## src/lsr_pkg.sv

```systemverilog
`default_nettype none
package lsr_pkg;

	// Geometry
	localparam int ZONES      = 8;
	localparam int DIV_W      = 23;
	localparam int STEP_W     = 3;
	localparam int PWR_W      = 5;
	localparam int SHOW_W     = 4;

	// Flash timing: one step of the common flash sequence
	localparam int CLK_PERIOD_NS = 40;
	localparam int FLASH_STEP_NS = 160_000_000;
	localparam logic [DIV_W-1:0] FLASH_STEP_CYC_DEF = DIV_W'(FLASH_STEP_NS / CLK_PERIOD_NS);

	// Sequence lengths counted in flash steps (one frame is eight steps)
	localparam logic [PWR_W-1:0]  SCAN_REPEATS   = 5'h03;
	localparam logic [PWR_W-1:0]  PWRUP_STEPS    = 5'h18;
	localparam logic [SHOW_W-1:0] SCAN_SHOW_STEPS = 4'h8;

	// Display codes
	localparam logic [7:0] CODE_SYNC_TRIP  = 8'h83;
	localparam logic [7:0] CODE_SYNC_LATCH = 8'h84;

	// Zone masks
	localparam logic [ZONES-1:0] ZONE_NONE  = 8'h00;
	localparam logic [ZONES-1:0] ZONE_ALL   = 8'hFF;
	localparam logic [ZONES-1:0] ZONE_FIRST = 8'h01;

	// Status lamp colours {red, green}
	localparam logic [1:0] LAMP_OFF   = 2'h0;
	localparam logic [1:0] LAMP_GREEN = 2'h1;
	localparam logic [1:0] LAMP_RED   = 2'h2;

	// Operating states
	typedef enum logic [2:0] {
		ST_PWRUP,
		ST_ALIGN,
		ST_RUN,
		ST_LATCHED,
		ST_LOCKOUT
	} lsr_state_t;

	// What the seven-segment display presents
	typedef enum logic [2:0] {
		DISP_BLANK,
		DISP_SCAN,
		DISP_TRIP,
		DISP_LATCH,
		DISP_COUNT,
		DISP_SYNC,
		DISP_FAULT
	} lsr_disp_t;

	// Beam results from the scanner
	typedef struct packed {
		logic             beam1_blocked;
		logic [ZONES-1:0] zone_blocked;
		logic [7:0]       blocked_count;
	} lsr_beams_t;

	// Configuration pins, cascade stop included
	typedef struct packed {
		logic latch_cfg;
		logic red_res;
		logic scan_code;
		logic cascade_stop_input;
	} lsr_cfg_t;

	// All indicator and output drive
	typedef struct packed {
		logic             safety_switching_outputs;
		logic [1:0]       status;
		logic             reset_lamp;
		logic [ZONES-1:0] zone_red;
		logic [ZONES-1:0] zone_green;
		lsr_disp_t        disp;
		logic [7:0]       disp_value;
		logic             posts;
	} lsr_lamps_t;

endpackage
`default_nettype wire

```

## src/lsr_indicator.sv

```systemverilog
`default_nettype none
module lsr_indicator
	import lsr_pkg::*;
#(
	parameter logic [DIV_W-1:0] FLASH_STEP_CYC = FLASH_STEP_CYC_DEF
) (
	// Clock and reset
	input  wire logic       MCLK_I,
	input  wire logic       RESET_I,
	// Configuration and cascade pins
	input  wire lsr_cfg_t   CFG_PINS_I,
	// Scanner results and events, same clock
	input  wire lsr_beams_t BEAMS_I,
	input  wire logic       LOCKOUT_I,
	input  wire logic [7:0] FAULT_CODE_I,
	input  wire logic       RESET_REQ_I,
	// Indicators and outputs
	output lsr_lamps_t      LAMPS_O,
	output lsr_state_t      STATE_O
);

	typedef struct packed {
		lsr_state_t        st;
		logic [DIV_W-1:0]  div;
		logic [STEP_W-1:0] step;
		logic [PWR_W-1:0]  pwr;
		logic              scan_prev;
		logic [SHOW_W-1:0] show;
		lsr_lamps_t        out;
	} lsr_core_t;

	lsr_core_t r;
	lsr_core_t next_r;
	lsr_cfg_t  cfg;

	// Pins pass two flip-flops first
	lsr_sync2 #(
		.W($bits(lsr_cfg_t))
	) u_sync (
		.clk_i(MCLK_I),
		.rst_i(RESET_I),
		.d_i  (CFG_PINS_I),
		.q_o  (cfg)
	);

	logic tick;
	logic all_clear;
	logic single_fl;
	logic double_fl;
	logic steady_fl;
	logic outputs_on;

	// Flash phases shared by every lamp
	always_comb begin
		tick      = (r.div == FLASH_STEP_CYC - DIV_W'(1));
		single_fl = (r.step[2:1] == 2'b00);
		double_fl = !r.step[2] && !r.step[0];
		steady_fl = r.step[0];
		all_clear = !BEAMS_I.beam1_blocked && (BEAMS_I.zone_blocked == ZONE_NONE);
	end

	// Outputs are on only in run with the field and cascade clear
	always_comb begin
		outputs_on = (r.st == ST_RUN) && all_clear && !cfg.cascade_stop_input;
	end

	// Next state, divider and indicator image
	always_comb begin
		next_r = r;
		if (tick) begin
			next_r.div  = '0;
			next_r.step = r.step + STEP_W'(1);
		end else begin
			next_r.div = r.div + DIV_W'(1);
		end

		next_r.scan_prev = cfg.scan_code;
		if (r.st != ST_PWRUP && cfg.scan_code != r.scan_prev) begin
			next_r.show = SCAN_SHOW_STEPS;
		end else if (tick && r.show != '0) begin
			next_r.show = r.show - SHOW_W'(1);
		end

		// Operating state
		case (r.st)
			ST_PWRUP: begin
				if (tick) begin
					next_r.pwr = r.pwr + PWR_W'(1);
				end
				if (tick && r.pwr == PWRUP_STEPS - PWR_W'(1)) begin
					next_r.st = ST_ALIGN;
				end
			end
			ST_ALIGN: begin
				if (all_clear && (!cfg.latch_cfg || RESET_REQ_I)) begin
					next_r.st = ST_RUN;
				end
			end
			ST_RUN: begin
				if (cfg.latch_cfg && !all_clear) begin
					next_r.st = ST_LATCHED;
				end
			end
			ST_LATCHED: begin
				if (all_clear && RESET_REQ_I) begin
					next_r.st = ST_RUN;
				end
			end
			ST_LOCKOUT: begin
				if (!LOCKOUT_I && RESET_REQ_I) begin
					next_r.st = ST_ALIGN;
				end
			end
			default: begin
				next_r.st = ST_LOCKOUT;
			end
		endcase
		if (LOCKOUT_I) begin
			next_r.st = ST_LOCKOUT;
		end

		// Indicator defaults for the running states
		next_r.out.safety_switching_outputs = outputs_on;
		next_r.out.posts                    = cfg.cascade_stop_input;
		next_r.out.disp_value               = BEAMS_I.blocked_count;
		if (outputs_on) begin
			next_r.out.status = (cfg.red_res && !steady_fl) ? LAMP_OFF : LAMP_GREEN;
		end else begin
			next_r.out.status = LAMP_RED;
		end
		if (BEAMS_I.beam1_blocked) begin
			next_r.out.zone_red   = ZONE_FIRST;
			next_r.out.zone_green = ZONE_NONE;
		end else begin
			next_r.out.zone_red   = BEAMS_I.zone_blocked;
			next_r.out.zone_green = ~BEAMS_I.zone_blocked;
		end
		if (BEAMS_I.beam1_blocked) begin
			next_r.out.disp       = DISP_SYNC;
			next_r.out.disp_value = cfg.latch_cfg ? CODE_SYNC_LATCH : CODE_SYNC_TRIP;
		end else if (!all_clear) begin
			next_r.out.disp = DISP_COUNT;
		end else if (r.st == ST_ALIGN) begin
			next_r.out.disp = DISP_BLANK;
		end else begin
			next_r.out.disp = cfg.latch_cfg ? DISP_LATCH : DISP_TRIP;
		end
		if (r.show != '0) begin
			next_r.out.disp       = DISP_SCAN;
			next_r.out.disp_value = {7'h00, cfg.scan_code};
		end

		case (r.st)
			ST_PWRUP: begin
				next_r.out.reset_lamp = 1'b0;
				next_r.out.status     = single_fl ? LAMP_RED : LAMP_OFF;
				next_r.out.zone_red   = single_fl ? ZONE_ALL : ZONE_NONE;
				next_r.out.zone_green = ZONE_NONE;
				next_r.out.disp       = (r.step[2] == 1'b0) ? DISP_SCAN : DISP_BLANK;
				next_r.out.disp_value = {7'h00, cfg.scan_code};
			end
			ST_ALIGN: begin
				next_r.out.reset_lamp = cfg.latch_cfg && all_clear && double_fl;
			end
			ST_RUN: begin
				next_r.out.reset_lamp = 1'b1;
			end
			ST_LATCHED: begin
				next_r.out.reset_lamp = all_clear ? single_fl : 1'b1;
			end
			default: begin
				next_r.out.reset_lamp = 1'b0;
				next_r.out.status     = steady_fl ? LAMP_RED : LAMP_OFF;
				next_r.out.zone_red   = ZONE_NONE;
				next_r.out.zone_green = ZONE_NONE;
				next_r.out.disp       = DISP_FAULT;
				next_r.out.disp_value = FAULT_CODE_I;
			end
		endcase
	end

	// State register
	always_ff @(posedge MCLK_I) begin
		if (RESET_I) begin
			r     <= '0;
			r.st  <= ST_PWRUP;
			r.out <= '0;
		end else begin
			r <= next_r;
		end
	end

	assign LAMPS_O = r.out;
	assign STATE_O = r.st;

	// Lockout darkens outputs, reset lamp and zones, flashes red and shows the fault code
	AST_LOCKOUT_LAMPS: assert property (@(posedge MCLK_I) disable iff (RESET_I)
		r.st == ST_LOCKOUT |=> !r.out.safety_switching_outputs && !r.out.reset_lamp
			&& r.out.zone_red == ZONE_NONE && r.out.zone_green == ZONE_NONE && r.out.disp == DISP_FAULT)
		else $error("Lockout indication wrong");

	// Outputs on always shows green or its flash gap, never red
	AST_ON_NOT_RED: assert property (@(posedge MCLK_I) disable iff (RESET_I)
		r.out.safety_switching_outputs |-> r.out.status != LAMP_RED)
		else $error("Red status while outputs on");

	// Outputs come only from run
	AST_ON_FROM_RUN: assert property (@(posedge MCLK_I) disable iff (RESET_I)
		$rose(r.out.safety_switching_outputs) |-> $past(r.st) == ST_RUN && $past(all_clear))
		else $error("Outputs on outside clear run");

	// First beam blocked keeps only zone one red
	AST_SYNC_ZONES: assert property (@(posedge MCLK_I) disable iff (RESET_I)
		BEAMS_I.beam1_blocked && (r.st == ST_ALIGN || r.st == ST_RUN) && !LOCKOUT_I
			|=> r.out.zone_red == ZONE_FIRST && r.out.zone_green == ZONE_NONE)
		else $error("Zones wrong with first beam blocked");

	// Power-up keeps reset lamp and outputs off
	AST_PWRUP_DARK: assert property (@(posedge MCLK_I) disable iff (RESET_I)
		r.st == ST_PWRUP |=> !r.out.reset_lamp && !r.out.safety_switching_outputs)
		else $error("Power-up lamp or output active");

	// Run lights the reset lamp
	AST_RUN_LAMP: assert property (@(posedge MCLK_I) disable iff (RESET_I)
		r.st == ST_RUN |=> r.out.reset_lamp)
		else $error("Reset lamp dark in run");

	// Latched holds until reset request
	AST_LATCH_HOLD: assert property (@(posedge MCLK_I) disable iff (RESET_I)
		r.st == ST_LATCHED && !RESET_REQ_I && !LOCKOUT_I |=> r.st == ST_LATCHED)
		else $error("Latched left without reset");

	// Cascade stop brackets display and keeps outputs off
	AST_CASCADE: assert property (@(posedge MCLK_I) disable iff (RESET_I)
		cfg.cascade_stop_input && r.st == ST_RUN ##1 cfg.cascade_stop_input
			|-> r.out.posts && !r.out.safety_switching_outputs && r.out.reset_lamp)
		else $error("Cascade stop indication wrong");

	// Trip run with a block stays in run
	AST_TRIP_STAY: assert property (@(posedge MCLK_I) disable iff (RESET_I)
		r.st == ST_RUN && !cfg.latch_cfg && !LOCKOUT_I |=> r.st == ST_RUN)
		else $error("Trip run left run");

	// Power-up lasts the full three scan-code repeats
	AST_PWRUP_LEN: assert property (@(posedge MCLK_I) disable iff (RESET_I)
		r.st == ST_ALIGN && $past(r.st) == ST_PWRUP |-> r.pwr == PWRUP_STEPS && r.step == '0
			&& PWRUP_STEPS == SCAN_REPEATS * PWR_W'(8))
		else $error("Power-up length wrong");

	// Blocked field with beam one clear shows the count and drops outputs
	AST_COUNT_SHOWN: assert property (@(posedge MCLK_I) disable iff (RESET_I)
		!BEAMS_I.beam1_blocked && !all_clear && r.show == '0
			&& (r.st == ST_ALIGN || r.st == ST_RUN || r.st == ST_LATCHED)
			|=> r.out.disp == DISP_COUNT && r.out.disp_value == $past(BEAMS_I.blocked_count)
			&& !r.out.safety_switching_outputs)
		else $error("Blocked count indication wrong");

	// Clear run lights outputs, reset lamp and every zone green
	AST_RUN_CLEAR: assert property (@(posedge MCLK_I) disable iff (RESET_I)
		r.st == ST_RUN && all_clear && !cfg.cascade_stop_input
			|=> r.out.safety_switching_outputs && r.out.reset_lamp && r.out.zone_green == ZONE_ALL)
		else $error("Clear run indication wrong");

	// Latched and clear waits with green zones and a red lamp
	AST_LATCH_CLEAR: assert property (@(posedge MCLK_I) disable iff (RESET_I)
		r.st == ST_LATCHED && all_clear
			|=> r.out.zone_green == ZONE_ALL && r.out.status == LAMP_RED && !r.out.safety_switching_outputs)
		else $error("Latched clear indication wrong");

	// Power-up status and zone lamps flash in step
	AST_FLASH_PHASE: assert property (@(posedge MCLK_I) disable iff (RESET_I)
		r.st == ST_PWRUP |=> (r.out.status == LAMP_RED) == (r.out.zone_red == ZONE_ALL))
		else $error("Power-up lamps out of phase");

endmodule
`default_nettype wire

```

## src/lsr_sync2.sv

```systemverilog
`default_nettype none
module lsr_sync2
	import lsr_pkg::*;
#(
	parameter int W = 4
) (
	// Clock and reset
	input  wire logic         clk_i,
	input  wire logic         rst_i,
	// Data
	input  wire logic [W-1:0] d_i,
	output logic      [W-1:0] q_o
);

	typedef struct packed {
		logic [W-1:0] s1;
		logic [W-1:0] s2;
	} lsr_sync_t;

	lsr_sync_t r;
	lsr_sync_t next_r;

	// Two stages; only the second stage is read
	always_comb begin
		next_r.s1 = d_i;
		next_r.s2 = r.s1;
	end

	always_ff @(posedge clk_i) begin
		if (rst_i) begin
			r <= '0;
		end else begin
			r <= next_r;
		end
	end

	assign q_o = r.s2;

endmodule
`default_nettype wire

```

## config.mk

```make
export PLATFORM = sky130hd
export DESIGN_NAME = lsr_indicator
export DESIGN_NICKNAME = d
export VERILOG_FILES = /design/src/lsr_pkg.sv /design/src/lsr_indicator.sv /design/src/lsr_sync2.sv
export SDC_FILE = /design/constraint.sdc
export NUM_CORES = 1
export LEC_CHECK = 0
export BUFFER_PORTS_ARGS = -buffer_cell sky130_fd_sc_hd__buf_2
export CORE_ASPECT_RATIO = 0.5
export CORE_MARGIN = 2
export CORE_UTILIZATION = 46
export CTS_BUF_LIST = sky130_fd_sc_hd__clkbuf_4
export DETAILED_ROUTE_END_ITERATION = 8
export PLACE_DENSITY = 0.74
export REMOVE_ABC_BUFFERS = 1
export SKIP_CTS_REPAIR_TIMING = 1
export SYNTH_ARGS = -nofsm -noshare
export SYNTH_HDL_FRONTEND = slang
export SYNTH_SLANG_ARGS = --single-unit
```

## constraint.sdc

```tcl
create_clock -name MCLK_I -period 3.8 [get_ports MCLK_I]
set_clock_uncertainty 0.05 [all_clocks]
set_input_delay 0.19 -clock MCLK_I [delete_from_list [all_inputs] [get_ports MCLK_I]]
set_output_delay 0.19 -clock MCLK_I [all_outputs]
set_load 0.1 [all_outputs]
```

Word-level counts from Yosys, hierarchy flattened
Index checks and enable logic that the tools add are counted.
- add/subtract/negate cells: 4
- multiply operators: 0
- divide/modulo/power cells: 0
- $lt $le $gt $ge: 0
- equal/unequal tests: 17
- shifts and indexed selects: 0
- muxes and demuxes: 27
- bitwise logic cells: 1
- reductions and logical operators: 35
- operators with widths (cell ; count):
    $pmux W27 S2 ; 1
    $mux W3 ; 9
    $add A23 B1 Y23 const B ; 1
    $eq A23 B22 Y1 const B ; 1
    $mux W16 ; 1
    $mux W8 ; 2
    $pmux W3 S5 ; 1
    $logic_and A1 B1 Y1 ; 14
    $ne A3 B3 Y1 const B ; 4
    $mux W11 ; 1
    $reduce_and A5 Y1 ; 2
    $logic_not A8 Y1 ; 1
    $mux W2 ; 4
    $mux W4 ; 2
    $ne A2 B2 Y1 const B ; 4
    $not A8 Y8 ; 1
    $logic_not A1 Y1 ; 7
    $eq A3 B2 Y1 const B ; 2
    $reduce_or A2 Y1 ; 3
    $add A5 B1 Y5 const B ; 1
    $eq A5 B5 Y1 const B ; 1
    $mux W1 ; 4
    $pmux W2 S2 ; 1
    $reduce_bool A4 Y1 ; 1
    other kinds (15) ; 15
- register bits after elaboration: 79
- latch bits: 0
- memory bits (writable): 0
- ROM bits: 0
- input port bits: 33
- word-level logic and storage cells: 102
- memories: 0

Longest topological paths before layout
Gate-level depths: netlist (run 1).
- depth in word-level cells: 7
- gate-level depth with buffers: 7
- mapped depth without buffers: 6

Modules after synthesis
From an unflattened synthesis (run 1), not the netlist that was laid out.
- cell total of the unflattened synthesis: 391
- area total of the unflattened synthesis: 3427.0 um^2
- modules (own cells, without submodules) (module ; instances ; cells each ; area each (um^2)):
    lsr_indicator ; 1 ; 375 ; 3216.8
    lsr_sync2 ; 1 ; 16 ; 210.2

Least setup slack after synthesis (run 1)
OpenSTA, ideal clock, no wires.
- path type: register to register
- start: reg r[53] (netlist name)
- end: reg r[44] (netlist name)
- arrival time: 2.061 ns
- slack: 1.618 ns
- cell stages (with the launch flop): 7
- buffers on the path: 2
- period minus slack after synthesis: 2.182 ns
- cells stage by stage: dfxtp_1 > buf_6 > or4_4 > or4_4 > buf_6 > or4_1 > a21oi_1
- longest elaborated chain between the ends: 1
- ends and longest elaborated chain (item ; line ; text):
    start: declaration ; lsr_indicator.sv:32 ; lsr_core_t r;
    start signal: assignment ; lsr_indicator.sv:189 ; r <= next_r;
    $eq A23 B22 Y1 ; lsr_indicator.sv:55 ; tick = (r.div == FLASH_STEP_CYC - DIV_W'(1));
No other way between the ends.
A chain may end at the register's enable or synchronous reset.

Final worst setup path (run 1)
- start: reg r[32] (netlist name)
- end: reg r (netlist bit LAMPS_O[5])
- longest elaborated chain between the ends: 3
- ends and longest elaborated chain (item ; line ; text):
    $reduce_bool A4 Y1 ; lsr_indicator.sv:148 ; if (r.show != '0) begin
    $mux W11 ; lsr_indicator.sv:148 ;
    $pmux W27 S2 ; lsr_indicator.sv:153 ; case (r.st)
No other way between the ends.

==> out/metrics.csv, run 1 <==
stage,metric,value,unit
run_status,status,finished clean,
synthesis,yosys-top-cells-area,"dfxtp_1 (44%), buf_4 (7.3%), a21oi_1 (4.3%)",
cells_and_area,fillCellCount,667,
floorplanning,dieArea,0.00861,mm2
power_and_ir_drop,leakage,1.60,nW
cells_and_area,seqCellArea,0.00158,mm2
grt,grt_first_pass_wirelength,11.8,mm
timing,setup_tns,0,ps
power_and_ir_drop,ir_worst_vdd,0.000167,V
setup_path,critPathArrivalTime,3140,ps
setup_path,path_cells,inv_1 > ha_1 > or3b_1 > nor4_1 > a22oi_1 > dlygate4sd3_1 > nor2_1,
setup_path,critPathCaptureType,flip-flop,
routing,drt_pass1_iterations,4,
setup_path,cpLargestDelayFamily,simple AND/OR/NAND/NOR gates,
grt,grt_overflow,0,
synthesis,synthesis.area,0.00361,mm2
floorplanning,die_x,129,um
timing,fin_crit,2820,ps
power_and_ir_drop,p_per_area,413,mW/mm2
timing,rsz0062_at_grt,no,
floorplanning,fp.dieH,66.6,um
synthesis,syn_avg_cell_area,8.65,um2
setup_path,worstPathRequired,4120,ps
setup_path,critPathKind,reg2reg,
cts,cts_buffers,9,
routing,avgRoutedWirePerCell,13.3,um
setup_path,slowest_delay,720,ps
placed_design,place_congestion,0.806,
cells_and_area,layout-drive-gt1-share,20.2,%
routing,drtIter0Drc,177,
placed_design,placed_cells,538,
cells_and_area,n_antenna_cell,0,
grt,grt_pass1_vias,2607,
synthesis,synth_top_cell_area_share,43.8,%
synthesis,ys_seq_elements,79,
routing,ant_nets,0,
grt,antenna_found_initial,0,
timing,final-hold-violation-count,0,
timing,tightest_slew,956,ps
cts,cts_tree,done,
hold_path,hold_path.class,in2reg,
synthesis,synthFlopType,dfxtp_1,
power_and_ir_drop,total_power,0.00172,W
cts,cts_max_path_buffers,2,
synthesis,yosysWarnings,0,
cells_and_area,multi_input_area,0.00162,mm2
cts,cts_max_level,3,
cells_and_area,finalCoreUtilization,55.9,%
floorplanning,coreArea,0.00746,mm2
synthesis,netlist-cell-type-count,49,
routing,wl,7.72,mm
synthesis,ys_seq_area_share,43.8,%
cts,clockRootBuffer,clkbuf_4,
placed_design,dp_hpwl,4.91,mm
routing,via_per_inst,5.35,
timing,finalSetupViolCount,0,
timing,timing.slew.headroom,36.2,%
cells_and_area,fin_nets,505,
synthesis,synth_top_cell_by_area,dfxtp_1,
timing,min_period_over_period,74.2,%
placed_design,io_buffers,67,
synthesis,synthCells,417,
grt,grt_max_degree,39,
setup_path,crit_path_start_kind,flip-flop,
cells_and_area,syn_to_final_growth,15.7,%
floorplanning,io_pins,68,
run,maxCapViolCount,0,
synthesis,synthArstFlopShare,0,%
cts,clk_pin_slew,110,ps
floorplanning,start_util,48.4,%
timing,slew_violations,0,
cells_and_area,final_cells,579,
cts,clk_latency,430,ps
setup_path,crit_slowest_cell,nor4_1,
setup_path,cp_max_fo,6,
setup_path,cp_num_buf_inv,2,
cts,clock_sinks,79,
grt,track_usage,17.5,%
synthesis,synth_edf_count,0,
routing,vias,3098,
timing,max_freq,355,MHz
routing,route.detailed.drc,0,
floorplanning,placementRows,22,
==> stage by stage <==
stage | hold slack [ps] | cell area, um2 | setup slack, ps
final | 22.8 | 4170 | 981
after floorplan | 209 | 3250 | 924
after global placement | 335 | 3730 | 1620
after CTS | -143 | 3910 | 1530
after global routing | 21.7 | 4170 | 826
after detailed placement | 331 | 3730 | 1570
==> sequential cells by signal, indices dropped and copies added, names as in the netlist <==
signal         count
u_sync.q_o         4
STATE_O            3
LAMPS_O           32
r                 36
u_sync.next_r      4
==> cell usage after synthesis, types with 2 or more instances <==
library cell   n
dfxtp_1       79
buf_4         35
nor2_1        35
a21oi_1       31
nand2_1       20
clkbuf_1      17
o21ai_0       16
nand3_1       15
inv_1         13
nor3_1        13
nor2b_1       12
nor4_1        11
or3_1         11
nand4_1       10
o31ai_1       10
or4_1         10
nand2b_1       8
xnor2_1        8
a22oi_1        7
or2_2          7
and3_1         5
ha_1           5
o311ai_0       3
o41ai_1        3
xor2_1         3
a31oi_1        2
buf_6          2
mux2i_1        2
nor3b_1        2
o22ai_1        2
or4_4          2
==> worst reg2reg max path, cell delays in order, from the launching register on <==
cell           delay (ps)
dfxtp_1               340
inv_1                 110
ha_1                  160
or3b_1                470
nor4_1                720
a22oi_1               190
dlygate4sd3_1         630
nor2_1                 90
==> logic make-up after synthesis <==
family / Yosys count / synth area share (%)
and+or+nand+nor: 166 / 25.1
AOI/OAI and AO/OA: 84 / 14.5
DFF: 79 / 43.8
buffers and inverters: 69 / 11.3
xor gates and xnor gates: 11 / 2.67
adders and majority gates: 5 / 1.73
muxes: 3 / 0.867
==> final timing paths <==
check | from | end | slack (ps) | cells after the start
setup / recovery | r[32] | LAMPS_O[5] | 980 | 7
hold / removal | BEAMS_I[7] | LAMPS_O[8] | 20 | 3
setup reg to reg | r[32] | LAMPS_O[5] | 980 | 7
hold reg to reg | u_sync.next_r[1] | u_sync.q_o[1] | 400 | 1
==> cell type report <==
cell class,count,share of cell area [%]
clock buffers,11,1.98
clock inverters,4,2.28
inverters,13,1.17
multi-input cells,269,38.8
flip-flops and latches,79,37.9
well taps,108,3.24
repair buffers,95,14.6
==> report_power, final <==
group	internal, W	switching (W)
combinational	0.0000669	0.000179
clock	0.000344	0.000267
sequential	0.000851	0.0000162
==> routing by layer <==
metal	global-route usage, %	part of all wire (%)
met1	21.5	46
met2	28.8	47
met3	5.86	5.0
met4	6.79	1.8
met5	0	0
==> placed cells by master, fill, tap and decap left out, types with 11 or more instances in the layout <==
cell type and instances:
nor3_1 13, nand3_1 15, o21ai_0 15, buf_2 67, dlygate4sd3_1 26, nor2_1 35
nand2_1 20, inv_1 13, dfxtp_1 79, or3_1 11, clkbuf_4 11, a21oi_1 31
nor4_1 11, nor2b_1 12
No activity file was read; power rests on OpenSTA's default activity.
==> inputs of run 2 (changes only) <==
--- a/config.mk
+++ b/config.mk
@@ -5,6 +5,7 @@
 export SDC_FILE = /design/constraint.sdc
 export NUM_CORES = 1
 export LEC_CHECK = 0
+export ABC_AREA = 1
 export BUFFER_PORTS_ARGS = -buffer_cell sky130_fd_sc_hd__buf_2
 export CORE_ASPECT_RATIO = 0.5
 export CORE_MARGIN = 2
==> constraint.sdc (replaced) <==
create_clock -name MCLK_I -period 2.75 [get_ports MCLK_I]
set_clock_uncertainty 0.05 [all_clocks]
set_input_delay 0.1375 -clock MCLK_I [delete_from_list [all_inputs] [get_ports MCLK_I]]
set_output_delay 0.1375 -clock MCLK_I [all_outputs]
set_load 0.1 [all_outputs]
==> out/metrics.csv, run 2 <==
stage,metric,value,unit,change
run,maxCapViolCount,0,,unchanged
setup_path,crit_slowest_cell,dfxtp_1,,
cells_and_area,final_cell_mix,"nand2_1 (98), dfxtp_1 (79), nor2_1 (70)",,
synthesis,ys_seq_elements,79,,unchanged
timing,setup_tns,0,ps,unchanged
synthesis,synthArstFlopShare,0,%,unchanged
routing,drtIter0Drc,260,,+47%
synthesis,synthCells,503,,+21%
synthesis,netlist-cell-type-count,36,,-27%
setup_path,cp_max_fo,19,,+13
cells_and_area,fin_area,0.00438,mm2,+5.1%
power_and_ir_drop,leakage,1.95,nW,+21%
routing,ant_nets,0,,unchanged
setup_path,critPathCaptureType,flip-flop,,
setup_path,slowest_delay,790,ps,+70 ps
floorplanning,fp.dieH,68.0,um,+2.0%
routing,drt_pass1_iterations,5,,+1
grt,grt_overflow,0,,unchanged
synthesis,synth_top_cell_by_area,dfxtp_1,,
placed_design,pre_cts_ws,727,ps,-842 ps
floorplanning,io_pins,68,,unchanged
routing,avgRoutedWirePerCell,12.1,um,-9.5%
floorplanning,dieArea,0.00897,mm2,+4.1%
routing,wl,8.25,mm,+6.8%
floorplanning,start_util,47.2,%,-1.1 points
cts,clk_latency,430,ps,about the same
cts,cts_max_level,3,,unchanged
power_and_ir_drop,total_power,0.00241,W,+40%
placed_design,place_congestion,0.922,,+14%
cells_and_area,fin_nets,604,,+20%
cts,cts_max_path_buffers,2,,unchanged
synthesis,synth_top_cell_area_share,42.0,%,-1.8 points
synthesis,ys_seq_area_share,42.0,%,-1.8 points
synthesis,synthFlopType,dfxtp_1,,
grt,grt_pass1_vias,2779,,+6.6%
timing,fin_crit,2320,ps,-500 ps
cts,cts_tree,done,,
cts,clock_sinks,79,,unchanged
setup_path,crit_path_start_kind,flip-flop,,
synthesis,yosysWarnings,0,,unchanged
cells_and_area,layout-drive-gt1-share,17.7,%,-2.5 points
placed_design,dpl_cell_area,0.00394,mm2,+5.5%
placed_design,dp_hpwl,5.66,mm,+15%
synthesis,synthTopCellsByCount,"nand2_1 (98), dfxtp_1 (79), nor2_1 (70), inv_1 (57), a21oi_1 (41)",,
grt,antenna_found_initial,0,,unchanged
setup_path,path_cells,inv_1 > nand3_1 > a21oi_2 > o211ai_1 > a21oi_1 > dlygate4sd3_1,,
power_and_ir_drop,ir_worst_vdd,0.000275,V,+64%
cells_and_area,n_antenna_cell,0,,unchanged
routing,vias,3321,,+7.2%
synthesis,yosys-top-cells-area,"dfxtp_1 (42%), nand2_1 (9.8%), buf_4 (7.4%)",,
timing,slew_violations,0,,unchanged
placed_design,io_buffers,67,,unchanged
grt,track_usage,17.5,%,-0.018 points
hold_path,hold_path.class,in2reg,,
timing,max_freq,431,MHz,+22%
synthesis,syn_avg_cell_area,7.48,um2,-14%
cts,cts_buffers,9,,unchanged
timing,final-hold-violation-count,0,,unchanged
cells_and_area,largest-register,r,,
timing,rsz0062_at_grt,no,,
cells_and_area,largest_reg_flops,36,,unchanged
routing,via_per_inst,4.86,,-9.1%
floorplanning,die_x,132,um,+2.1%
setup_path,critPathArrivalTime,2610,ps,-530 ps
cts,clockRootBuffer,clkbuf_4,,
setup_path,worstPathRequired,3050,ps,-1070 ps
cells_and_area,final_common_cell,nand2_1,,
timing,tightest_slew,736,ps,-220 ps
power_and_ir_drop,p_per_area,550,mW/mm2,+33%
grt,grt_first_pass_wirelength,12.5,mm,+6.5%
floorplanning,placementRows,23,,+4.5%
grt,grt_max_degree,31,,-21%
timing,timing.slew.headroom,50.7,%,+15 points
run_status,status,finished clean,,
setup_path,critPathKind,reg2reg,,
synthesis,synth_edf_count,0,,unchanged
floorplanning,coreArea,0.00797,mm2,+6.9%
synthesis,synthesis.area,0.00376,mm2,+4.3%
cts,clk_pin_slew,150,ps,+40 ps
synthesis,synth_most_common_cell,nand2_1,,
routing,route.detailed.drc,0,,unchanged
cells_and_area,syn_to_final_growth,16.5,%,
timing,min_period_over_period,84.3,%,+10 points
timing,setup_ws,431,ps,-550 ps
timing,finalSetupViolCount,0,,unchanged
run 2: cell count changes in the layout (fill, tap and decap cells not counted), moves of 11 or more:
cell     previous run  this run
nor2b_1            12         0
nand3_1            15        26
inv_1              13        57
nand2_1            20        98
or3_1              11         0
nor2_1             35        70
run 2: layer usage:
metal | part of all wire, % | wire, um | GRT usage, % | vias to the layer above
met5 | 0 | 0 | 0 | -
met4 | 1.2 | 103 | 4.21 | 0
met3 | 6.4 | 527 | 6.15 | 15
met2 | 47 | 3910 | 30.9 | 106
met1 | 45 | 3710 | 21.0 | 1490
li1 | - | - | - | 1710
run 2: worst paths after layout:
kind | start | end | slack [ps] | cells after the start
min reg2reg | u_sync.next_r[2] | u_sync.q_o[2] | 360 | 2
min | BEAMS_I[16] | LAMPS_O[12] | 9 | 4
max reg2reg | STATE_O[2] | LAMPS_O[3] | 430 | 6
max | STATE_O[2] | LAMPS_O[3] | 430 | 6
run 2: area by class of cell:
type	instances	area, um2
repair buffers	98	641
clock inverters	7	86.3
flip-flops and latches	79	1580
inverters	57	214
well taps	112	140
multi-input cells	321	1650
fillers	705	3590
clock buffers	9	67.6
run 2: worst max-delay path: cells and delay by family (launching register included):
kind | cells | cell delay [ps]
buf+inv | 2 | 820
compound gates | 3 | 310
simple gates | 1 | 250
flops | 1 | 790
run 2: stage by stage:
stage                     utilization [%]  instances  hold WS [ps]
after detailed placement             49.4        638           279
final                                55.0        683          9.11
after CTS                            51.4        654          -201
after floorplan                         -        457           157
after global routing                 55.0        683          35.0
after global placement               49.4        638           278
run 2: cells by family (layout without fill, tap and decap cells):
family / Yosys count / in the layout / synth area share, %
compound gates: 65 / 65 / 9.34
flops: 79 / 79 / 42.0
buf+inv: 103 / 171 / 14.0
simple gates: 237 / 237 / 29.7
fa+ha+maj: 5 / 5 / 1.66
xor+xnor: 14 / 14 / 3.26
run 2: report_power, final:
group	switching, W	internal, W
clock	0.000446	0.000297
sequential	0.0000234	0.00119
combinational	0.000353	0.000106
total	0.000823	0.00159
==> inputs of run 3 (changes only) <==
--- a/config.mk
+++ b/config.mk
@@ -5,7 +5,7 @@
 export SDC_FILE = /design/constraint.sdc
 export NUM_CORES = 1
 export LEC_CHECK = 0
-export ABC_AREA = 1
+export ABC_AREA = 0
 export BUFFER_PORTS_ARGS = -buffer_cell sky130_fd_sc_hd__buf_2
 export CORE_ASPECT_RATIO = 0.5
 export CORE_MARGIN = 2
==> constraint.sdc (replaced) <==
create_clock -name MCLK_I -period 2.4 [get_ports MCLK_I]
set_clock_uncertainty 0.05 [all_clocks]
set_input_delay 0.12 -clock MCLK_I [delete_from_list [all_inputs] [get_ports MCLK_I]]
set_output_delay 0.12 -clock MCLK_I [all_outputs]
set_load 0.1 [all_outputs]
==> out/metrics.csv, run 3 (synthesized netlist as in run 1, its figures left out) <==
stage,metric,value,unit,change
timing,final-hold-violation-count,1,,+1
run_status,violations,hold timing,,
grt,antenna_found_initial,0,,unchanged
timing,timing.slew.headroom,57.2,%,+6.4 points
cts,clock_sinks,79,,unchanged
cts,cts_max_path_buffers,2,,unchanged
floorplanning,placementRows,22,,-4.3%
cells_and_area,largest_reg_flops,36,,unchanged
routing,via_per_inst,5.34,,+9.8%
hold_path,hold_path.class,in2reg,,
cells_and_area,final_common_cell,dfxtp_1,,
setup_path,worstPathRequired,2710,ps,-340 ps
cells_and_area,layout-drive-gt1-share,21.4,%,+3.7 points
timing,finalSetupViolCount,0,,unchanged
cells_and_area,syn_to_final_growth,16.2,%,
floorplanning,io_pins,68,,unchanged
routing,avgRoutedWirePerCell,13.6,um,+12%
cts,cts_max_level,3,,unchanged
setup_path,critPathCaptureType,flip-flop,,
placed_design,dp_hpwl,5.12,mm,-9.5%
routing,drtIter0Drc,253,,-2.7%
setup_path,critPathArrivalTime,2600,ps,about the same
cells_and_area,largest-register,r,,
cells_and_area,n_antenna_cell,0,,unchanged
routing,wl,7.99,mm,-3.2%
cells_and_area,fin_nets,515,,-15%
grt,grt_pass1_vias,2546,,-8.4%
power_and_ir_drop,leakage,1.62,nW,-17%
cts,cts_buffers,9,,unchanged
grt,grt_first_pass_wirelength,11.6,mm,-7.8%
power_and_ir_drop,p_per_area,570,mW/mm2,+3.6%
run_status,status,"complete, but fails checks",,
hold_path,min_path_cells,3,,-1
grt,grt-busiest-layer,met2,,
timing,max_freq,436,MHz,+1.2%
run,maxCapViolCount,0,,unchanged
grt,grt_overflow,0,,unchanged
setup_path,critPathKind,reg2reg,,
setup_path,crit_path_start_kind,flip-flop,,
grt,use_met1,21.0,%,-0.031 points
cts,cts_tree,done,,
cells_and_area,final_cells,589,,-14%
floorplanning,die_x,129,um,-2.0%
cells_and_area,final_cell_mix,"dfxtp_1 (78), buf_2 (67), nor2_1 (35)",,
setup_path,worstRegToRegCells,4,,-2
placed_design,placed_cells,545,,-15%
placed_design,place_congestion,0.882,,-4.3%
grt,grt_max_degree,38,,+23%
routing,ant_nets,0,,unchanged
timing,min_period_over_period,95.5,%,+11 points
grt,use_met2,28.0,%,-2.9 points
cts,clk_pin_slew,110,ps,-40 ps
timing,fin_crit,2290,ps,-27.4 ps
power_and_ir_drop,ir_worst_vdd,0.000242,V,-12%
timing,slew_violations,0,,unchanged
setup_path,cp_max_fo,11,,-8
routing,route.detailed.drc,0,,unchanged
floorplanning,start_util,48.4,%,+1.1 points
grt,met3_usage,6.75,%,+0.60 points
timing,tightest_slew,637,ps,-99.4 ps
cts,clk_latency,430,ps,about the same
timing,rsz0062_at_grt,yes,,
timing,finalHoldWorstSlack,-24.5,ps,-33.6 ps
placed_design,io_buffers,67,,unchanged
grt,track_usage,17.2,%,-0.33 points
floorplanning,dieArea,0.00861,mm2,-4.0%
routing,drt_pass1_iterations,5,,unchanged
floorplanning,coreArea,0.00746,mm2,-6.4%
floorplanning,fp.dieH,66.6,um,-2.0%
routing,vias,3145,,-5.3%
cts,clockRootBuffer,clkbuf_4,,
==> run 3: cell count changes in the layout (fill, tap and decap cells not counted), moves of 8 or more <==
cell      delta
nand2_1     -79
inv_1       -44
nor2_1      -35
nor2b_1     +12
nand3_1     -11
or3_1       +11
a21oi_1     -10
xor2_1      -10
nor4_1       +9
o31ai_1      +9
or4_1        +9
nand2b_1     +8
==> run 3: worst max-delay path, cell delays in order, from the launching register on <==
cell     delay [ps]
dfxtp_1         390
or4_4           560
or4_4           610
or4_1           480
a21oi_1         140
==> run 3: layout make-up <==
type	instances	area, um2
fill	664	3270
multi-input combinational	270	1630
sequential	79	1580
timing repair buffer	104	696
tap	108	135
clock buffer	9	67.6
inverter	13	48.8
clock inverter	6	28.8
==> run 3: where the power goes <==
part | switching, W | leakage (nW) | internal, W
Clock | 0.000424 | 0.0541 | 0.000193
Combinational | 0.000290 | 0.927 | 0.000114
Sequential | 0.0000198 | 0.644 | 0.00135
Total | 0.000733 | 1.62 | 0.00166
==> run 3: layer usage <==
| layer | wire [um] | part of all wire [%] | vias up |
|---|---|---|---|
| li1 | - | - | 1583 |
| met1 | 3660 | 46 | 1470 |
| met2 | 3790 | 47 | 84 |
| met3 | 452 | 5.7 | 8 |
| met4 | 82 | 1.0 | 0 |
| met5 | 0 | 0 | - |
==> run 3: metrics by stage <==
stage / setup TNS [ps] / total power (W) / area, um2 / setup slack [ps] / utilization [%]
finish: 0 / 0.00239 / 4190 / 108 / 56.2
global placement: 0 / 0.00176 / 3800 / 226 / 50.9
detailed placement: 0 / 0.00176 / 3800 / 127 / 50.9
CTS: 0 / 0.00238 / 3900 / 97.0 / 52.2
global route: -10.5 / 0.00249 / 4190 / -10.5 / 56.2
floorplan: -9550 / 0.00166 / 3250 / -476 / -
==> run 3: worst paths after layout <==
path	start	endpoint	slack, ps
hold / removal	BEAMS_I[7]	LAMPS_O[8]	-20
setup / recovery	r[53]	r[44]	110
hold reg to reg	u_sync.next_r[3]	u_sync.q_o[3]	400
setup reg to reg	r[53]	r[44]	110
